===== src/rtl/rah_pkg.sv =====
// Purpose: Constants for the access hold and timeout logic of the clock block
// Assumes: 25 MHz system clock, 32.768 kHz oscillator level sampled on it
// Notes: Timeout counted in oscillator ticks
package rah_pkg;
  localparam int CLK_HZ = 25_000_000;
  localparam int OSC_HZ = 32_768;
  localparam int TIMEOUT_MIN_MS = 500;
  localparam int TIMEOUT_MAX_MS = 1000;
  localparam int TIMEOUT_SET_MS = 750;
  localparam int TIMEOUT_TICKS_DEF = TIMEOUT_SET_MS * OSC_HZ / 1000;
  localparam int TIMEOUT_MAX_TICKS = TIMEOUT_MAX_MS * OSC_HZ / 1000;
  localparam int CARRY_WIN_NS = 61_000;
  localparam int CARRY_WIN_CYC = CARRY_WIN_NS / (1_000_000_000 / CLK_HZ);
  localparam int TO_W = 16;
  localparam logic [TO_W-1:0] TO_ZERO = 16'h0000;
  localparam logic [TO_W-1:0] TO_ONE = 16'h0001;
  localparam logic [3:0] PTR_AFTER_STOP = 4'hf;
  localparam logic [3:0] PTR_ONE = 4'h1;
  localparam logic [7:0] READ_ABORT = 8'hff;
  localparam logic [7:0] BYTE_ZERO = 8'h00;

  typedef enum logic [1:0] {
    RAH_IDLE = 2'b00,
    RAH_ACTIVE = 2'b01,
    RAH_ABORTED = 2'b11
  } rah_state_t;
endpackage : rah_pkg


===== src/rtl/rah_top.sv =====
// Purpose: Freeze, deferred carry, access timeout and pointer for the serial port
// Assumes: Start, stop and byte events are one-cycle pulses from the bus front end
// Notes: All inputs synchronous to clock; ce low freezes every flop
module rah_top #(
  parameter int TIMEOUT_TICKS = rah_pkg::TIMEOUT_TICKS_DEF
) (
  input wire logic clock,
  input wire logic rst_n,
  input wire logic ce,
  input wire logic osc_level,
  input wire logic start_det,
  input wire logic stop_det,
  input wire logic ptr_load,
  input wire logic [3:0] ptr_load_val,
  input wire logic byte_done,
  input wire logic carry_due,
  input wire logic [7:0] reg_rd_data,
  output logic time_freeze,
  output logic carry_apply,
  output logic [3:0] addr_ptr,
  output logic ack_enable,
  output logic [7:0] tx_byte,
  output logic fixed_freq_clock_out,
  output logic access_aborted
);
  import rah_pkg::*;

  localparam logic [TO_W-1:0] TO_LAST = TO_W'(TIMEOUT_TICKS - 1);

  rah_state_t state;
  rah_state_t next_state;
  logic osc_q;
  logic [TO_W-1:0] to_cnt;
  logic [TO_W-1:0] next_to_cnt;
  logic carry_pend;
  logic [3:0] next_ptr;

  // Decode
  wire osc_tick = osc_level & ~osc_q;
  wire is_idle = (state == RAH_IDLE);
  wire is_active = (state == RAH_ACTIVE);
  wire is_aborted = (state == RAH_ABORTED);
  wire start_first = start_det & is_idle;
  wire timeout_hit = is_active & osc_tick & (to_cnt == TO_LAST);
  wire next_freeze = (next_state == RAH_ACTIVE);
  wire next_abort = (next_state == RAH_ABORTED);
  wire carry_any = carry_due | carry_pend;
  wire next_carry_pend = carry_any & next_freeze;
  wire next_carry_apply = carry_any & ~next_freeze;
  wire ptr_inc = byte_done & ~is_aborted;
  wire ptr_set = ptr_load & ~is_aborted;

  // State selection
  always_comb begin
    next_state = state;
    case (state)
      RAH_IDLE: begin
        if (start_det) begin
          next_state = RAH_ACTIVE;
        end
      end
      RAH_ACTIVE: begin
        if (stop_det) begin
          next_state = RAH_IDLE;
        end else if (timeout_hit) begin
          next_state = RAH_ABORTED;
        end
      end
      RAH_ABORTED: begin
        if (stop_det) begin
          next_state = RAH_IDLE;
        end
      end
      default: begin
        next_state = RAH_IDLE;
      end
    endcase
  end

  // Timeout counter on oscillator ticks
  assign next_to_cnt = start_first ? TO_ZERO :
                       (is_active & osc_tick) ? to_cnt + TO_ONE : to_cnt;

  assign next_ptr = (stop_det | timeout_hit) ? PTR_AFTER_STOP :
                    ptr_set ? ptr_load_val :
                    ptr_inc ? addr_ptr + PTR_ONE : addr_ptr;

  always_ff @(posedge clock) begin
    if (!rst_n) begin
      state <= RAH_IDLE;
      osc_q <= 1'b0;
      to_cnt <= TO_ZERO;
      carry_pend <= 1'b0;
    end else if (ce) begin
      state <= next_state;
      osc_q <= osc_level;
      to_cnt <= next_to_cnt;
      carry_pend <= next_carry_pend;
    end
  end

  always_ff @(posedge clock) begin
    if (!rst_n) begin
      time_freeze <= 1'b0;
      carry_apply <= 1'b0;
      addr_ptr <= PTR_AFTER_STOP;
      ack_enable <= 1'b1;
      tx_byte <= BYTE_ZERO;
      fixed_freq_clock_out <= 1'b0;
      access_aborted <= 1'b0;
    end else if (ce) begin
      time_freeze <= next_freeze;
      carry_apply <= next_carry_apply;
      addr_ptr <= next_ptr;
      ack_enable <= ~next_abort;
      tx_byte <= next_abort ? READ_ABORT : reg_rd_data;
      fixed_freq_clock_out <= osc_level;
      access_aborted <= next_abort;
    end
  end

  // Checks
  AST_FREEZE_START: assert property (@(posedge clock) disable iff (!rst_n)
    ce && is_idle && start_det |=> time_freeze && is_active)
    else $error("Freeze not taken at start");

  AST_FREEZE_HOLD: assert property (@(posedge clock) disable iff (!rst_n)
    is_active && !stop_det && !timeout_hit ##1 is_active |-> time_freeze && !carry_apply)
    else $error("Freeze or carry wrong during access");

  AST_CARRY_AFTER_STOP: assert property (@(posedge clock) disable iff (!rst_n)
    ce && carry_pend && is_active && stop_det |=> carry_apply && !carry_pend)
    else $error("Deferred carry not applied after stop");

  AST_CARRY_KEPT: assert property (@(posedge clock) disable iff (!rst_n)
    ce && carry_due && is_active && !stop_det && !timeout_hit |=> carry_pend && !carry_apply)
    else $error("Carry lost during freeze");

  AST_TIMEOUT: assert property (@(posedge clock) disable iff (!rst_n)
    ce && timeout_hit && !stop_det |=> is_aborted && !time_freeze && addr_ptr == PTR_AFTER_STOP)
    else $error("Timeout did not end access");

  AST_NO_RESTART: assert property (@(posedge clock) disable iff (!rst_n)
    ce && is_active && start_det && !osc_tick |=> to_cnt == $past(to_cnt))
    else $error("Repeated start moved timeout");

  AST_TO_BOUND: assert property (@(posedge clock) disable iff (!rst_n)
    to_cnt < TO_W'(TIMEOUT_MAX_TICKS))
    else $error("Timeout count past one second");

  AST_ABORT_OUT: assert property (@(posedge clock) disable iff (!rst_n)
    is_aborted |-> !ack_enable && tx_byte == READ_ABORT)
    else $error("Aborted access still answers");

  AST_STOP_PTR: assert property (@(posedge clock) disable iff (!rst_n)
    ce && stop_det |=> addr_ptr == PTR_AFTER_STOP)
    else $error("Pointer not Fh after stop");

  AST_PTR_WRAP: assert property (@(posedge clock) disable iff (!rst_n)
    ce && byte_done && !ptr_load && !stop_det && !timeout_hit && !is_aborted
    |=> addr_ptr == $past(addr_ptr) + PTR_ONE)
    else $error("Pointer did not step");

  AST_CLK_OUT: assert property (@(posedge clock) disable iff (!rst_n)
    ce |=> fixed_freq_clock_out == $past(osc_level))
    else $error("Clock output not following oscillator");

  COV_DEFERRED: cover property (@(posedge clock) disable iff (!rst_n)
    carry_pend ##1 carry_apply);

  COV_TIMEOUT: cover property (@(posedge clock) disable iff (!rst_n)
    is_active ##1 is_aborted);

  COV_RESTART: cover property (@(posedge clock) disable iff (!rst_n)
    is_active && start_det);

  COV_WRAP: cover property (@(posedge clock) disable iff (!rst_n)
    addr_ptr == PTR_AFTER_STOP && byte_done && is_active);
endmodule : rah_top


===== config.mk =====
export PLATFORM = sky130hd
export DESIGN_NAME = rah_top
export DESIGN_NICKNAME = d
export VERILOG_FILES = /design/src/rtl/rah_pkg.sv /design/src/rtl/rah_top.sv
export SDC_FILE = /design/constraint.sdc
export NUM_CORES = 1
export LEC_CHECK = 0
export BUFFER_PORTS_ARGS = -buffer_cell sky130_fd_sc_hd__buf_2
export CELL_PAD_IN_SITES_DETAIL_PLACEMENT = 0
export CELL_PAD_IN_SITES_GLOBAL_PLACEMENT = 2
export CORE_UTILIZATION = 29
export CTS_CLUSTER_DIAMETER = 30
export DETAILED_ROUTE_END_ITERATION = 16
export PLACE_DENSITY = 0.79
export RECOVER_POWER = 25
export SYNTH_ARGS = -nofsm -noshare
export SYNTH_HDL_FRONTEND = slang
export SYNTH_SLANG_ARGS = --single-unit

===== constraint.sdc =====
create_clock -name clock -period 1.6 [get_ports clock]
set_input_delay 0.16 -clock clock [delete_from_list [all_inputs] [get_ports clock]]
set_output_delay 0.16 -clock clock [all_outputs]
set_load 0.02 [all_outputs]

# Word level (Yosys, flattened, before mapping)

Cells that the tools add are included.

Bits of input ports: 21
Register bits: 36

Multiplexer cells: 11
Bitwise logic cells: 14
Add/subtract/negate cells: 2
Reduce and logical (&&, ||, !) cells: 5
Equality and inequality tests: 5

Operators by type and width:

| operator                | count |
|---|---|
| $mux W16                | 2 |
| $add A16 B1 Y16 const B | 1 |
| $eq A16 B15 Y1 const B  | 1 |
| $mux W4                 | 3 |
| $and A1 B1 Y1           | 8 |
| $mux W2                 | 4 |
| $mux W8                 | 1 |
| $pmux W2 S3             | 1 |
| $add A4 B1 Y4 const B   | 1 |
| $eq A2 B1 Y1 const B    | 2 |
| $eq A2 B2 Y1 const B    | 2 |
| $not A1 Y1              | 4 |
| $reduce_and A2 Y1       | 2 |
| $reduce_bool A3 Y1      | 1 |
| $logic_not A2 Y1        | 1 |
| $or A1 B1 Y1            | 2 |
| $reduce_bool A2 Y1      | 1 |

# Longest topological paths before layout

Word-level depth: 10
Gate-level depth with buffers: 6
Depth with buffers taken out: 5

# Worst setup path after synthesis

Ideal clock, no wire load.

Path kind: reg-to-reg
Start: reg, netlist name fixed_freq_clock_out
End: reg to_cnt[12]
Library setup time: 70 ps
Cell stages (with the launch flop): 6
Clock period less this slack: 1,586 ps
Slack: 14 ps
Arrival time: 1,516 ps
Data required time: 1,530 ps
Cells stage by stage: dfxtp_1 -> nand3b_4 -> buf_6 -> a2111o_1 -> or3_1 -> a21oi_1

RTL lines:

| element              | RTL line      | text |
|---|---|---|
| to (signal assigned) | rah_top.sv:97 | `to_cnt <= next_to_cnt;` |
| to (decl)            | rah_top.sv:33 | `logic [TO_W-1:0] to_cnt;` |

# Worst setup path after layout

Start: reg to_cnt[1]
End: reg to_cnt[9]

Word-level cells in the longest chain between the ends: 3

Ends and longest elaborated chain:

| element         | RTL line      | text |
|---|---|---|
| $add A16 B1 Y16 | rah_top.sv:82 | `(is_active & osc_tick) ? to_cnt + TO_ONE : to_cnt;` |
| $mux W16        | rah_top.sv:82 |  |
| $mux W16        | rah_top.sv:81 | `assign next_to_cnt = start_first ? TO_ZERO :` |

Every way passes these cells. The select of a mux whose other input is x is not followed.
A chain may end at the register's enable or synchronous reset.

==> reports/results.tsv <==
stage	metric	value	unit
status	run status	complete, no violations	
power	Comb pwr share	13.2	%
critical_path	CP max FO	3	
synth	share of the synthesized area in the top cell type	37.35	%
cts	CTS tree	yes	
synth	register area share after synthesis	37.35	%
global_routing	GRT Max-Usage Layer	met2	
placed_design	Post-DP HPWL	3.541	mm
global_routing	global-route wire length before repair	8.128	mm
flow_run	maxcap violations	0	
synth	Synth area leaders	dfxtp_1 (37%), o21ai_0 (4.4%), nor2_1 (3.9%)	
floorplan	Die Y-Extent	83.57	um
routing	Routed wire per std cell	13.84	um
layout	storage element area	728.2	um^2
cts	clk sink count	36	
power	Switching Share	26.51	%
floorplan	chip width	83.57	um
cts	Clock Latency Late Sink	290	ps
synth	Cell Area, Synth	0.001929	mm^2
synth	most frequent cells after synthesis	dfxtp_1 (36), nor2_1 (20), o21ai_0 (17), nand2_1 (12), a21oi_1 (10)	
cts	Root Buffer	clkbuf_8	
synth	largest area contributor in the netlist	dfxtp_1	
power	Peak VDD IR	0.0004570	V
power	switching pwr	0.0005411	W
timing	period utilization	96.42	%
power	internal power	0.001500	W
critical_path	Worst Path Required	1790	ps
global_routing	GR Util met3	3.561	%
synth	Ys Warns	0	
hold_path	Hold Crit Class	in -> reg	
power	Reg power frac	46.3	%
synth	ys flop type	dfxtp_1	
global_routing	met1 Resource Use GR	18.91	%
timing	max-slew violations	0	
critical_path	Worst EP arrival	1730	ps
layout	nets	309	
placed_design	Setup Slack @ Placement	-80.26	ps
power	Leak Pwr	0.9916	nW
timing	Final Skew	10.17	ps
synth	Netlist cell types	51	
cts	Clk pin slew, worst setup/hold paths	80	ps
critical_path	crit-path most repeated cell	buf_4	
synth	Post-synth EDFFs	0	
power	Clk pwr share	40.5	%
critical_path	startpoint class of the critical path	flop	
routing	antenna viol nets, final	0	
critical_path	CP Cell Sequence	buf_4 -> nand4b_1 -> buf_4 -> a2111oi_2 -> xnor2_1 -> nor2_1	
routing	First-pass DRT Iterations	4	
timing	fmax	648.2	MHz
routing	drt via density	5.165	
routing	Routed WL	5.038	mm
timing	Slew headroom	66.55	%
synth	Mapped Nets	239	
power	Power Density	783.7	mW/mm^2
critical_path	crit end category	flop	
global_routing	pin count of the biggest net entering global routing	14	
floorplan	die area	0.006983	mm^2
synth	Syn Inst Count	216	
global_routing	vias in the first global route	1651	
layout	Ant. Diodes	0	
synth	most frequent cell after synthesis	dfxtp_1	
timing	RSZ-0062 raised after global routing	true	
cts	# H-tree levels	2	
critical_path	crit path kind	reg -> reg	
routing	Via Count	1880	
global_routing	Total GRT Usage	14.34	%
floorplan	core area	0.006386	mm^2
global_routing	met2 Use GR	23.13	%
layout	share of layout cells above drive strength 1	33.10	%
critical_path	slowest stage delay, CP	380	ps
timing	min cycle time layout	1543	ps
floorplan	Starting Density	30.21	%
layout	Filler Cell Count	653	
floorplan	I/O pins	38	
global_routing	total gr overflow	0	
cts	clk buf depth	2	
synth	register bit total from synthesis	36	
timing	endpoints failing hold	0	
routing	residual DRC count	0	
placed_design	GP Congestion	0.7451	
timing	final setup margin	57.27	ps
routing	initial drt markers	72	
synth	Post-synth ARST share	0	%
synth	Mean Syn Cell Area	8.932	um^2
critical_path	Critical Path Slowest Stage Cell	a2111oi_2	
global_routing	antenna violations before repair	0	
timing	Slew @ Worst Pin	489.1	ps
layout	area grow syn2layout	35.02	%
cts	CTS Buf Count	5	
timing	Setup Viol. Count Final	0	
placed_design	Port Buffers	37	
layout	Multi-input gate area	0.001186	mm^2
power	Power Total	0.002042	W
floorplan	Cell Rows	29	
-- worst paths after layout --
kind                            slack, ps              to  depth (start not counted)            from
worst max-delay path                   60       to_cnt[9]                          6       to_cnt[1]
worst max register to register         60       to_cnt[9]                          6       to_cnt[1]
worst min-delay path                   70      tx_byte[2]                          3  reg_rd_data[2]
worst min register to register        470  access_aborted                          2  access_aborted
-- power by group through the flow --
stage	Sequential [W]	Combinational, W	Clock, W
3_5_place_dp	0.000963	0.000261	0
6_report	0.000945	0.000269	0.000828
5_1_grt	0.000949	0.000296	0.000887
4_1_cts	0.000943	0.000262	0.000849
2_1_floorplan	0.000989	0.000137	0
3_3_place_gp	0.000963	0.000261	0
-- what timing repair did --
action                     in CTS  in global routing
setup buffers                   2                  7
pin swaps                       8                  3
gates resized for setup         6                 11
hold buffers                    0                  0
cloned                          1                  1
setup endpoints to repair      12                 24
-- state kept, by name, indices dropped and copies added, names as in the netlist --
register              count
to_cnt                   16
tx_byte                   8
addr_ptr                  4
state                     2
access_aborted            1
ack_enable                1
carry_apply               1
carry_pend                1
fixed_freq_clock_out      1
time_freeze               1
-- final cells by class --
class	instances	share of cell area, %
multi-input cells	160	45.53
flip-flops and latches	36	27.95
repair buffers	74	17.24
well taps	77	3.698
clock buffers	5	2.642
clock inverters	3	1.633
inverters	9	1.297
-- layout by cell type (no fill, tap or decap), types with 2 or more instances in the layout --
master,n
nand3b_4,2
nor2b_1,2
dfxtp_1,30
a2111oi_4,2
a311oi_1,2
nand2b_1,3
buf_2,26
a211oi_1,5
nand3_1,8
a2111oi_0,3
and3b_1,2
or3_1,5
o21ai_0,17
xnor2_1,8
a21o_1,2
nand4_1,4
inv_1,8
clkbuf_1,11
nand2b_4,2
nor3_1,4
clkbuf_8,5
o21bai_1,8
a32oi_1,2
a21oi_1,10
buf_4,37
a22oi_2,2
o31ai_1,9
nand2_1,12
mux2_2,2
dfxtp_2,6
nor2_1,20
mux2i_1,2
-- per-stage QoR --
step / instances / util (%) / TNS (ps) / instance area [um^2] / hold slack, ps
after floorplan: 216 / - / 0 / 1929 / 281.4
after global placement: 345 / 36.54 / 0 / 2333 / 369.8
after detailed placement: 345 / 36.54 / -179.9 / 2333 / 377.6
after CTS: 356 / 39.20 / -40.77 / 2504 / 58.98
after global routing: 364 / 40.79 / -27.27 / 2605 / 71.59
final: 364 / 40.79 / 0 / 2605 / 68.84
-- kinds of logic after synthesis --
group,share of synthesized area [%]
buffers and inverters,6.290
muxes,2.205
AOI/OAI and AO/OA,27.30
DFF,37.35
xor gates and xnor gates,3.632
and+or+nand+nor,21.92
adders and majority gates,1.297
-- critical path, delay by kind of cell (launching register included) --
family | cells | cell delay [ps]
simple gates | 2 | 210
xor+xnor | 1 | 160
buf+inv | 2 | 320
flops | 1 | 360
compound gates | 1 | 380
-- routing by layer --
metal	up-vias	part of all wire, %
li1	952	-
met1	885	48
met2	37	47
met3	6	4.0
met4	0	1.0
met5	-	0
No activity file was read; power rests on OpenSTA's default activity.
